`src/hw/ams_defs.vh`:
```
// shared constants for the asynchronous memory strobe sequencer
`ifndef AMS_DEFS_VH
`define AMS_DEFS_VH

// reference clock period in ns (cpu clock)
`define AMS_REF_CLK_NS 5

// interface input clock source select codes
`define AMS_SRC_PIN 2'h0
`define AMS_SRC_CPU4 2'h1
`define AMS_SRC_CPU6 2'h2

// half periods of the internal sources, in reference cycles
`define AMS_CPU4_HALF 3'h2
`define AMS_CPU6_HALF 3'h3

// divided output clock select codes (N = 1, 2, 4)
`define AMS_DIV1 2'h0
`define AMS_DIV2 2'h1
`define AMS_DIV4 2'h2

// rising edges of the full clock between toggles of the divided clock
`define AMS_DIV2_RISES 1'h0
`define AMS_DIV4_RISES 1'h1

// strobe counter value at the ready sample point, two cycles before the
// programmed end, and the two-cycle tail once ready is seen high again
`define AMS_RDY_SAMPLE_LEFT 8'h03
`define AMS_RDY_TAIL_LEFT 8'h02

// sequencer states
`define AMS_ST_IDLE 3'h0
`define AMS_ST_SETUP 3'h1
`define AMS_ST_STROBE 3'h2
`define AMS_ST_WAIT 3'h3
`define AMS_ST_HOLD 3'h4

`endif

```
`src/hw/ams_sync.v`:
```
// two flip-flop synchroniser for pin inputs
module ams_sync #(
	parameter WIDTH = 1
) (
	input wire ref_clk_i,
	input wire rst_n_i,
	input wire [WIDTH-1:0] async_i,
	output wire [WIDTH-1:0] sync_o
);
	reg [WIDTH-1:0] meta_q;
	reg [WIDTH-1:0] sync_q;

	// meta_q feeds sync_q only
	always @(posedge ref_clk_i or negedge rst_n_i) begin
		if (!rst_n_i) begin
			meta_q <= {WIDTH{1'b0}};
			sync_q <= {WIDTH{1'b0}};
		end else begin
			meta_q <= async_i;
			sync_q <= meta_q;
		end
	end

	assign sync_o = sync_q;
endmodule // ams_sync

```
`src/hw/ams_clk_gen.v`:
```
// interface input clock selection and memory clock outputs
`include "ams_defs.vh"
module ams_clk_gen (
	input wire ref_clk_i,
	input wire rst_n_i,
	input wire [1:0] src_sel_i,
	input wire [1:0] div_sel_i,
	input wire pin_lvl_i,
	output wire full_o,
	output wire divided_o,
	output wire rise_tick_o
);
	reg [2:0] half_q;
	reg [2:0] half_d;
	reg full_q;
	reg full_d;
	reg div_q;
	reg div_d;
	reg rise_cnt_q;
	reg rise_cnt_d;
	reg tick_q;
	wire [2:0] half_lim;
	wire rise;
	wire rise_lim;

	// code 3 is unused and behaves as cpu/4
	assign half_lim = (src_sel_i == `AMS_SRC_CPU6) ? `AMS_CPU6_HALF :
		`AMS_CPU4_HALF;
	assign rise = full_d & ~full_q;
	assign rise_lim = (div_sel_i == `AMS_DIV4) ? `AMS_DIV4_RISES :
		`AMS_DIV2_RISES;

	always @* begin
		full_d = full_q;
		half_d = half_q;
		if (src_sel_i == `AMS_SRC_PIN) begin
			full_d = pin_lvl_i; // (RULE12)
			half_d = 3'h0;
		end else if (half_q >= half_lim - 3'h1) begin
			full_d = ~full_q; // (RULE12)
			half_d = 3'h0;
		end else begin
			half_d = half_q + 3'h1;
		end
	end

	// divided clock moves on full-clock rises so both stay edge aligned
	always @* begin
		div_d = div_q;
		rise_cnt_d = rise_cnt_q;
		if (div_sel_i == `AMS_DIV1) begin
			div_d = full_d; // (RULE13)
			rise_cnt_d = 1'b0;
		end else if (rise) begin
			if (rise_cnt_q == rise_lim) begin
				div_d = ~div_q; // (RULE13)
				rise_cnt_d = 1'b0;
			end else begin
				rise_cnt_d = rise_cnt_q + 1'b1;
			end
		end
	end

	always @(posedge ref_clk_i or negedge rst_n_i) begin
		if (!rst_n_i) begin
			half_q <= 3'h0;
			full_q <= 1'b0;
			div_q <= 1'b0;
			rise_cnt_q <= 1'b0;
			tick_q <= 1'b0;
		end else begin
			half_q <= half_d;
			full_q <= full_d;
			div_q <= div_d;
			rise_cnt_q <= rise_cnt_d;
			tick_q <= rise; // (RULE14)
		end
	end

	assign full_o = full_q;
	assign divided_o = div_q;
	assign rise_tick_o = tick_q;
endmodule // ams_clk_gen

```
`src/hw/ams_async_ctrl.v`:
```
// asynchronous memory access sequencer with ready stretch and clocks
// Functional notes
// (RULE1) ready input passes an internal synchroniser before any use
// (RULE2) ready sampled only two cycles before programmed strobe end
// (RULE3) while sampled ready is low, strobe extends one cycle at a time
// (RULE4) after low ready, strobe ends two cycles after ready seen high
// (RULE5) memory holds each ready level about two interface clock periods
// (RULE6) access is setup, strobe, hold; counts per space, read and write
// (RULE7) reads: selects valid setup cycles before and hold cycles after strobe
// (RULE8) writes: selects and data valid setup before, hold after strobe
// (RULE9) wide port selects: chip select, eight byte enables, address, enable
// (RULE10) narrow port selects: chip select, two byte enables, address, enable
// (RULE11) write data bus belongs to the select group during writes
// (RULE12) interface clock from pin, cpu clock over four or over six
// (RULE13) divided clock period is N input periods, N of 1, 2, 4
// (RULE14) strobe and ready timing step on the full memory clock
// (RULE15) shared pins act as output enable, read and write strobe
// (RULE16) strobe low for programmed count plus extension, high when idle
// (RULE17) output enable low only in reads, high in writes and idle
`include "ams_defs.vh"
module ams_async_ctrl #(
	parameter DATA_W = 64,
	parameter BE_W = 8,
	parameter ADDR_W = 20,
	parameter NUM_CS = 4,
	parameter CS_W = 2,
	parameter SETUP_W = 4,
	parameter STROBE_W = 6,
	parameter HOLD_W = 3
) (
	input wire ref_clk_i,
	input wire rst_n_i,
	input wire [1:0] clk_src_sel_i,
	input wire [1:0] clk_div_sel_i,
	input wire ext_mem_clk_in_i,
	output wire mem_clk_out_full_o,
	output wire mem_clk_out_divided_o,
	input wire [NUM_CS*SETUP_W-1:0] read_setup_cycles_i,
	input wire [NUM_CS*STROBE_W-1:0] read_strobe_cycles_i,
	input wire [NUM_CS*HOLD_W-1:0] read_hold_cycles_i,
	input wire [NUM_CS*SETUP_W-1:0] write_setup_cycles_i,
	input wire [NUM_CS*STROBE_W-1:0] write_strobe_cycles_i,
	input wire [NUM_CS*HOLD_W-1:0] write_hold_cycles_i,
	input wire req_valid_i,
	output wire req_ready_o,
	input wire req_write_i,
	input wire [CS_W-1:0] req_cs_i,
	input wire [ADDR_W-1:0] req_addr_i,
	input wire [BE_W-1:0] req_be_i,
	input wire [DATA_W-1:0] req_wdata_i,
	output wire rd_valid_o,
	output wire [DATA_W-1:0] rd_data_o,
	output wire busy_o,
	output wire ready_wait_o,
	input wire async_ready_in_i,
	output wire [NUM_CS-1:0] chip_select_n_o,
	output wire [BE_W-1:0] byte_enable_n_o,
	output wire [ADDR_W-1:0] ext_addr_o,
	output wire async_output_enable_n_o,
	output wire async_read_strobe_n_o,
	output wire async_write_strobe_n_o,
	input wire [DATA_W-1:0] ext_data_i,
	output wire [DATA_W-1:0] ext_data_o,
	output wire ext_data_oe_o
);
	// counters are eight bits; phase count widths must stay below that
	localparam CNT_W = 8;

	reg [2:0] state_q;
	reg [2:0] state_d;
	reg [CNT_W-1:0] cnt_q;
	reg [CNT_W-1:0] cnt_d;
	reg wr_q;
	reg wr_d;
	reg [CS_W-1:0] cs_q;
	reg [CS_W-1:0] cs_d;
	reg [NUM_CS-1:0] cs_n_q;
	reg [NUM_CS-1:0] cs_n_d;
	reg [BE_W-1:0] be_n_q;
	reg [BE_W-1:0] be_n_d;
	reg [ADDR_W-1:0] addr_q;
	reg [ADDR_W-1:0] addr_d;
	reg oe_n_q;
	reg oe_n_d;
	reg re_n_q;
	reg re_n_d;
	reg we_n_q;
	reg we_n_d;
	reg [DATA_W-1:0] wdata_q;
	reg [DATA_W-1:0] wdata_d;
	reg data_oe_q;
	reg data_oe_d;
	reg [DATA_W-1:0] rdata_q;
	reg [DATA_W-1:0] rdata_d;
	reg rd_valid_q;
	reg rd_valid_d;

	wire tick;
	wire rdy_s;
	wire pin_clk_s;
	wire [DATA_W-1:0] data_s;
	wire take;
	wire [CNT_W-1:0] setup_take;
	wire [CNT_W-1:0] strobe_cur;
	wire [CNT_W-1:0] hold_cur;
	wire [NUM_CS-1:0] cs_onehot;

	function [CNT_W-1:0] ams_min1;
		input [CNT_W-1:0] v;
		begin
			ams_min1 = (v == {CNT_W{1'b0}}) ? {{(CNT_W-1){1'b0}}, 1'b1} : v;
		end
	endfunction

	ams_sync #(
		.WIDTH(1)
	) u_rdy_sync (
		.ref_clk_i(ref_clk_i),
		.rst_n_i(rst_n_i),
		.async_i(async_ready_in_i), // (RULE1) (RULE5)
		.sync_o(rdy_s)
	);

	ams_sync #(
		.WIDTH(1)
	) u_clk_sync (
		.ref_clk_i(ref_clk_i),
		.rst_n_i(rst_n_i),
		.async_i(ext_mem_clk_in_i),
		.sync_o(pin_clk_s)
	);

	// read data comes from the pins and is resynchronised like the ready and pin clock inputs
	ams_sync #(
		.WIDTH(DATA_W)
	) u_data_sync (
		.ref_clk_i(ref_clk_i),
		.rst_n_i(rst_n_i),
		.async_i(ext_data_i),
		.sync_o(data_s)
	);

	ams_clk_gen u_clk_gen (
		.ref_clk_i(ref_clk_i),
		.rst_n_i(rst_n_i),
		.src_sel_i(clk_src_sel_i),
		.div_sel_i(clk_div_sel_i),
		.pin_lvl_i(pin_clk_s),
		.full_o(mem_clk_out_full_o),
		.divided_o(mem_clk_out_divided_o),
		.rise_tick_o(tick)
	);

	// per-space count lookup (RULE6)
	assign setup_take = req_write_i ?
		{{(CNT_W-SETUP_W){1'b0}},
		write_setup_cycles_i[req_cs_i*SETUP_W +: SETUP_W]} :
		{{(CNT_W-SETUP_W){1'b0}},
		read_setup_cycles_i[req_cs_i*SETUP_W +: SETUP_W]};
	assign strobe_cur = wr_q ?
		{{(CNT_W-STROBE_W){1'b0}},
		write_strobe_cycles_i[cs_q*STROBE_W +: STROBE_W]} :
		{{(CNT_W-STROBE_W){1'b0}},
		read_strobe_cycles_i[cs_q*STROBE_W +: STROBE_W]};
	assign hold_cur = wr_q ?
		{{(CNT_W-HOLD_W){1'b0}},
		write_hold_cycles_i[cs_q*HOLD_W +: HOLD_W]} :
		{{(CNT_W-HOLD_W){1'b0}},
		read_hold_cycles_i[cs_q*HOLD_W +: HOLD_W]};

	genvar g;
	generate
		for (g = 0; g < NUM_CS; g = g + 1) begin : g_cs
			assign cs_onehot[g] = (req_cs_i == g);
		end
	endgenerate

	// requests are only taken on a full-clock rise so phases line up
	assign take = (state_q == `AMS_ST_IDLE) & tick & req_valid_i; // (RULE14)

	always @* begin
		state_d = state_q;
		cnt_d = cnt_q;
		wr_d = wr_q;
		cs_d = cs_q;
		cs_n_d = cs_n_q;
		be_n_d = be_n_q;
		addr_d = addr_q;
		oe_n_d = oe_n_q;
		re_n_d = re_n_q;
		we_n_d = we_n_q;
		wdata_d = wdata_q;
		data_oe_d = data_oe_q;
		rdata_d = rdata_q;
		rd_valid_d = 1'b0;
		if (tick) begin
			case (state_q)
				`AMS_ST_IDLE: begin
					if (req_valid_i) begin
						state_d = `AMS_ST_SETUP; // (RULE6)
						cnt_d = ams_min1(setup_take);
						wr_d = req_write_i;
						cs_d = req_cs_i;
						cs_n_d = ~cs_onehot; // (RULE9) (RULE10)
						be_n_d = ~req_be_i;
						addr_d = req_addr_i;
						oe_n_d = req_write_i; // (RULE17)
						wdata_d = req_wdata_i; // (RULE11)
						data_oe_d = req_write_i; // (RULE8) (RULE11)
					end
				end
				`AMS_ST_SETUP: begin
					if (cnt_q == {{(CNT_W-1){1'b0}}, 1'b1}) begin
						state_d = `AMS_ST_STROBE;
						cnt_d = ams_min1(strobe_cur);
						re_n_d = wr_q; // (RULE7) (RULE15)
						we_n_d = ~wr_q; // (RULE8) (RULE15)
					end else begin
						cnt_d = cnt_q - {{(CNT_W-1){1'b0}}, 1'b1};
					end
				end
				`AMS_ST_STROBE: begin
					if (cnt_q == {{(CNT_W-1){1'b0}}, 1'b1}) begin
						re_n_d = 1'b1; // (RULE16)
						we_n_d = 1'b1; // (RULE16)
						if (!wr_q) begin
							rdata_d = data_s;
							rd_valid_d = 1'b1;
						end
						cnt_d = hold_cur;
						if (hold_cur == {CNT_W{1'b0}}) begin
							state_d = `AMS_ST_IDLE;
							cs_n_d = {NUM_CS{1'b1}};
							be_n_d = {BE_W{1'b1}};
							oe_n_d = 1'b1;
							data_oe_d = 1'b0;
						end else begin
							state_d = `AMS_ST_HOLD; // (RULE7) (RULE8)
						end
					end else if (cnt_q == `AMS_RDY_SAMPLE_LEFT && !rdy_s) begin
						state_d = `AMS_ST_WAIT; // (RULE2) (RULE3)
					end else begin
						cnt_d = cnt_q - {{(CNT_W-1){1'b0}}, 1'b1}; // (RULE2)
					end
				end
				`AMS_ST_WAIT: begin
					if (rdy_s) begin
						state_d = `AMS_ST_STROBE; // (RULE4)
						cnt_d = `AMS_RDY_TAIL_LEFT;
					end
				end
				`AMS_ST_HOLD: begin
					if (cnt_q == {{(CNT_W-1){1'b0}}, 1'b1}) begin
						state_d = `AMS_ST_IDLE;
						cs_n_d = {NUM_CS{1'b1}};
						be_n_d = {BE_W{1'b1}};
						oe_n_d = 1'b1; // (RULE17)
						data_oe_d = 1'b0;
					end else begin
						cnt_d = cnt_q - {{(CNT_W-1){1'b0}}, 1'b1};
					end
				end
				default: begin
					state_d = `AMS_ST_IDLE;
					cs_n_d = {NUM_CS{1'b1}};
					re_n_d = 1'b1;
					we_n_d = 1'b1;
					oe_n_d = 1'b1;
					data_oe_d = 1'b0;
				end
			endcase
		end
	end

	always @(posedge ref_clk_i or negedge rst_n_i) begin
		if (!rst_n_i) begin
			state_q <= `AMS_ST_IDLE;
			cnt_q <= {CNT_W{1'b0}};
			wr_q <= 1'b0;
			cs_q <= {CS_W{1'b0}};
			cs_n_q <= {NUM_CS{1'b1}};
			be_n_q <= {BE_W{1'b1}};
			addr_q <= {ADDR_W{1'b0}};
			oe_n_q <= 1'b1;
			re_n_q <= 1'b1;
			we_n_q <= 1'b1;
			wdata_q <= {DATA_W{1'b0}};
			data_oe_q <= 1'b0;
			rdata_q <= {DATA_W{1'b0}};
			rd_valid_q <= 1'b0;
		end else begin
			state_q <= state_d;
			cnt_q <= cnt_d;
			wr_q <= wr_d;
			cs_q <= cs_d;
			cs_n_q <= cs_n_d;
			be_n_q <= be_n_d;
			addr_q <= addr_d;
			oe_n_q <= oe_n_d;
			re_n_q <= re_n_d;
			we_n_q <= we_n_d;
			wdata_q <= wdata_d;
			data_oe_q <= data_oe_d;
			rdata_q <= rdata_d;
			rd_valid_q <= rd_valid_d;
		end
	end

	assign req_ready_o = take;
	assign rd_valid_o = rd_valid_q;
	assign rd_data_o = rdata_q;
	assign busy_o = (state_q != `AMS_ST_IDLE);
	assign ready_wait_o = (state_q == `AMS_ST_WAIT);
	assign chip_select_n_o = cs_n_q;
	assign byte_enable_n_o = be_n_q;
	assign ext_addr_o = addr_q;
	assign async_output_enable_n_o = oe_n_q;
	assign async_read_strobe_n_o = re_n_q;
	assign async_write_strobe_n_o = we_n_q;
	assign ext_data_o = wdata_q;
	assign ext_data_oe_o = data_oe_q;
endmodule // ams_async_ctrl

```
`config.mk`:
```
export PLATFORM = sky130hd
export DESIGN_NAME = ams_async_ctrl
export DESIGN_NICKNAME = d
export VERILOG_FILES = /design/src/hw/ams_sync.v /design/src/hw/ams_clk_gen.v /design/src/hw/ams_async_ctrl.v
export VERILOG_INCLUDE_DIRS = /design/src /design/src/hw
export SDC_FILE = /design/constraint.sdc
export NUM_CORES = 1
export LEC_CHECK = 0
export ABC_AREA = 1
export BUFFER_PORTS_ARGS = -buffer_cell sky130_fd_sc_hd__clkbuf_2
export CAP_MARGIN = 20
export CORE_MARGIN = 3
export CORE_UTILIZATION = 35
export DETAILED_ROUTE_END_ITERATION = 7
export GPL_ROUTABILITY_DRIVEN = 0
export GPL_TIMING_DRIVEN = 0
export HOLD_SLACK_MARGIN = 0.02
export PLACE_DENSITY = 0.64
export SLEW_MARGIN = 30
export SYNTH_ARGS = -nofsm -noshare
export SYNTH_HDL_FRONTEND = slang
export SYNTH_HIERARCHICAL = 1
export SYNTH_SLANG_ARGS = --single-unit
export TNS_END_PERCENT = 1
```
`constraint.sdc`:
```
create_clock -name ref_clk_i -period 3.3 [get_ports ref_clk_i]
set_input_delay 0.66 -clock ref_clk_i [delete_from_list [all_inputs] [get_ports ref_clk_i]]
set_output_delay 0.66 -clock ref_clk_i [all_outputs]
set_load 0.01 [all_outputs]
```
==> flow_metrics.py <==
metrics = {
    "run_status": {
        "status": "complete, no violations",
    },
    "die": {
        "start_util_pct": 35.9,
        "die_y_um": 192,
        "rows": 67,
        "num_io_pins": 442,
        "die_area_um2": 37000,
        "core-area_um2": 33900,
        "dieWidth_um": 192,
    },
    "routing": {
        "postRouteAntennaNets": 0,
        "drtIter0Drc": 513,
        "viasPerCell": 4.48,
        "wl_per_cell_um": 15.3,
        "firstDrtPassIters": 5,
        "finalWirelength_um": 34700,
        "drc": 0,
        "num_vias": 10100,
    },
    "timing": {
        "rsz0062_at_grt": "false",
        "slew_headroom_pct": 52.3,
        "fmax_ghz": 0.319,
        "hold_viol": 0,
        "maxSlewViolCount": 0,
        "period_share_pct": 95.0,
        "tightest_slew_ns": 0.713,
        "worst_slack_ns": 0.164,
        "setup_viol": 0,
        "fin_skew_ns": 0.0108,
        "hold-worst-slack_ns": 0.251,
        "period_minus_slack_ns": 3.14,
    },
    "finish": {
        "diodes": 0,
        "area_growth_pct": 33.2,
        "final_cells": 2265,
        "drive_above_1_share_pct": 31.6,
        "nets": 2070,
        "fin_area_um2": 16200,
    },
    "power": {
        "p_leak_nw": 9.12,
        "ir_worst_vdd_v": 0.000538,
        "total_power_mw": 13.0,
        "power_density_nw_per_um2": 803,
    },
    "placement": {
        "hpwl_um": 26700,
        "dp.cells": 2201,
        "place_ws_ns": 0.564,
        "placed_area_um2": 15000,
        "portBuffers": 440,
    },
    "clock_network": {
        "cts_buffers": 35,
        "path_clk_slew_ns": 0.06,
        "clk_latency_ns": 0.51,
        "cts_resized": 0,
        "holdBufCountCts": 1,
        "cts_root_buf": "clkbuf_16",
        "htree_num_levels": 2,
        "clockBufferDepth": 3,
        "cts_tree": "yes",
        "post_cts_buffers": 0,
        "cts_sinks": 318,
    },
    "setup_path": {
        "crit_path_max_incr_delay_ns": 0.50,
        "cp_num_cells": 5,
        "worst-path-max-fanout": 10,
        "reg2reg_depth": 7,
        "critPathTopFamily": "simple AND/OR/NAND/NOR gates",
        "required_ns": 2.64,
        "crit_buf_inv": 2,
        "critPathCaptureType": "output port",
        "arrival_ns": 2.48,
        "critPathLaunchType": "register",
        "cp_cell_sequence": "nor2_4, nand2_4, nor3_4, clkbuf_1, clkbuf_2",
        "criticalPathCategory": "reg2out",
        "slowest_stage": "nor3_4",
    },
    "grt": {
        "grt_pass1_vias": 10100,
        "grt_pass1_wl_um": 54100,
        "grt_overflow": 0,
        "antenna_found_initial": 1,
        "grt_max_degree": 78,
        "grt_usage_pct": 18.5,
    },
    "synthesis": {
        "ys_ff_latch": 318,
        "avgSynthCellArea_um2": 9.29,
        "syn_area_um2": 12200,
        "ys_top_cells_by_area": "dfrtp_1 (62%), nand2_1 (19%), dfstp_2 (3.2%)",
        "netlist.area_leader.share_pct": 62.3,
        "ys_seq_area_share_pct": 65.6,
        "synth_nets": 1588,
        "synth_top_cell_by_area": "dfrtp_1",
        "ys_types": 39,
        "synth_warnings": 6,
        "synthCells": 1309,
    },
    "worst_hold_path": {
        "hold_depth": 1,
        "min_path_type": "in2reg",
    },
    "flow_run": {
        "drv_cap": 0,
    },
}
-- cells by family (layout without fill, tap and decap cells) --
logic type	count (synthesis)	in the layout	synth area share [%]
flops	318	318	65.6
simple gates	782	782	25.9
buf+inv	130	638	4.37
xor+xnor	2	2	0.144
compound gates	70	70	3.28
fa+ha+maj	7	7	0.720
-- synth_stat cells (all sizes together) --
| cell type | n |
|---|---|
| inv | 82 |
| a21oi | 8 |
| nor4 | 1 |
| buf | 24 |
| a22oi | 1 |
| o21bai | 3 |
| nand2 | 610 |
| nor2 | 90 |
| o22ai | 3 |
| o211ai | 8 |
| nand3 | 56 |
| clkinv | 2 |
| a21boi | 1 |
| or2 | 8 |
| and2 | 1 |
| ha | 7 |
| nand3b | 1 |
| nand4 | 4 |
| dfstp | 15 |
| nor3 | 11 |
| dfrtp | 303 |
| o21ai | 46 |
| xor2 | 2 |
| clkbuf | 22 |
-- state kept, by name, summed over array words and instances (netlist names), 2 cells and up --
register / count
byte_enable_n_o: 8
chip_select_n_o: 4
cnt_q: 8
cs_q: 2
ext_addr_o: 20
ext_data_o: 64
rd_data_o: 64
state_q: 3
u_clk_gen/half_q: 3
u_data_sync/meta_q: 64
u_data_sync/sync_o: 64
-- where the power goes --
group / total (mW) / switching, mW / leakage [nW] / internal (mW)
Clock: 3.90 / 1.61 / 0.564 / 2.30
Sequential: 5.26 / 0.479 / 3.94 / 4.78
Combinational: 3.85 / 2.46 / 4.62 / 1.39
Total: 13.0 / 4.55 / 9.12 / 8.47
-- worst paths after layout --
kind / start / end / slack, ns
hold reg to reg: u_data_sync/meta_q[16] / u_data_sync/sync_o[16] / 0.34
setup / recovery: state_q[0] / req_ready_o / 0.16
min in group asynchronous: rst_n_i / rd_data_o[57] / 0.60
hold / removal: ext_data_i[23] / u_data_sync/meta_q[23] / 0.25
setup reg to reg: wr_q / rd_data_o[17] / 0.83
max in group asynchronous: rst_n_i / ext_addr_o[18] / 1.64
-- stage by stage --
stage	TNS (ns)	utilization (%)
4_1_cts	0	47.9
3_3_place_gp	-1601.57	44.1
5_1_grt	0	47.9
2_1_floorplan	0	-
3_5_place_dp	0	44.4
6_report	0	47.9
-- layout make-up --
cell class,instances,area (um^2)
clock buffers,48,995
multi-input cells,861,3660
repair buffers,445,2330
clock inverters,15,159
inverters,84,315
fillers,3307,17700
plain buffers,46,216
well taps,448,561
flip-flops and latches,318,7980
-- placed cells by master, fill, tap and decap left out, types with 3 or more instances in the layout --
| cell type | netlist | routed |
|---|---|---|
| nand2_1 | 604 | 604 |
| clkbuf_2 | 0 | 439 |
| dfrtp_1 | 303 | 303 |
| nor2_1 | 81 | 81 |
| inv_1 | 76 | 76 |
| nand3_1 | 56 | 56 |
| o21ai_0 | 42 | 42 |
| clkbuf_16 | 0 | 35 |
| clkbuf_1 | 22 | 28 |
| buf_2 | 17 | 17 |
| dfstp_2 | 15 | 15 |
| nor3_1 | 8 | 8 |
| a21oi_1 | 8 | 8 |
| clkbuf_8 | 0 | 8 |
| o211ai_1 | 7 | 7 |
| ha_1 | 7 | 7 |
| nor2_2 | 6 | 6 |
| inv_2 | 6 | 6 |
| buf_4 | 6 | 6 |
| or2_2 | 6 | 6 |
| clkinv_2 | 0 | 6 |
| nand4_1 | 4 | 4 |
| nand2_2 | 4 | 4 |
| buf_16 | 0 | 4 |
| nor2_4 | 3 | 3 |
| o21ai_1 | 3 | 3 |
| o22ai_1 | 3 | 3 |
| inv_6 | 0 | 3 |
| clkinvlp_4 | 0 | 3 |
-- metal layers --
| metal | vias to the layer above | routed length, um | GRT usage (%) |
|---|---|---|---|
| li1 | 4982 | - | - |
| met1 | 4718 | 13800 | 22.6 |
| met2 | 370 | 17100 | 31.8 |
| met3 | 75 | 2890 | 5.43 |
| met4 | 2 | 991 | 5.58 |
| met5 | - | 7 | 0 |
(Power assumes the default switching activity.)
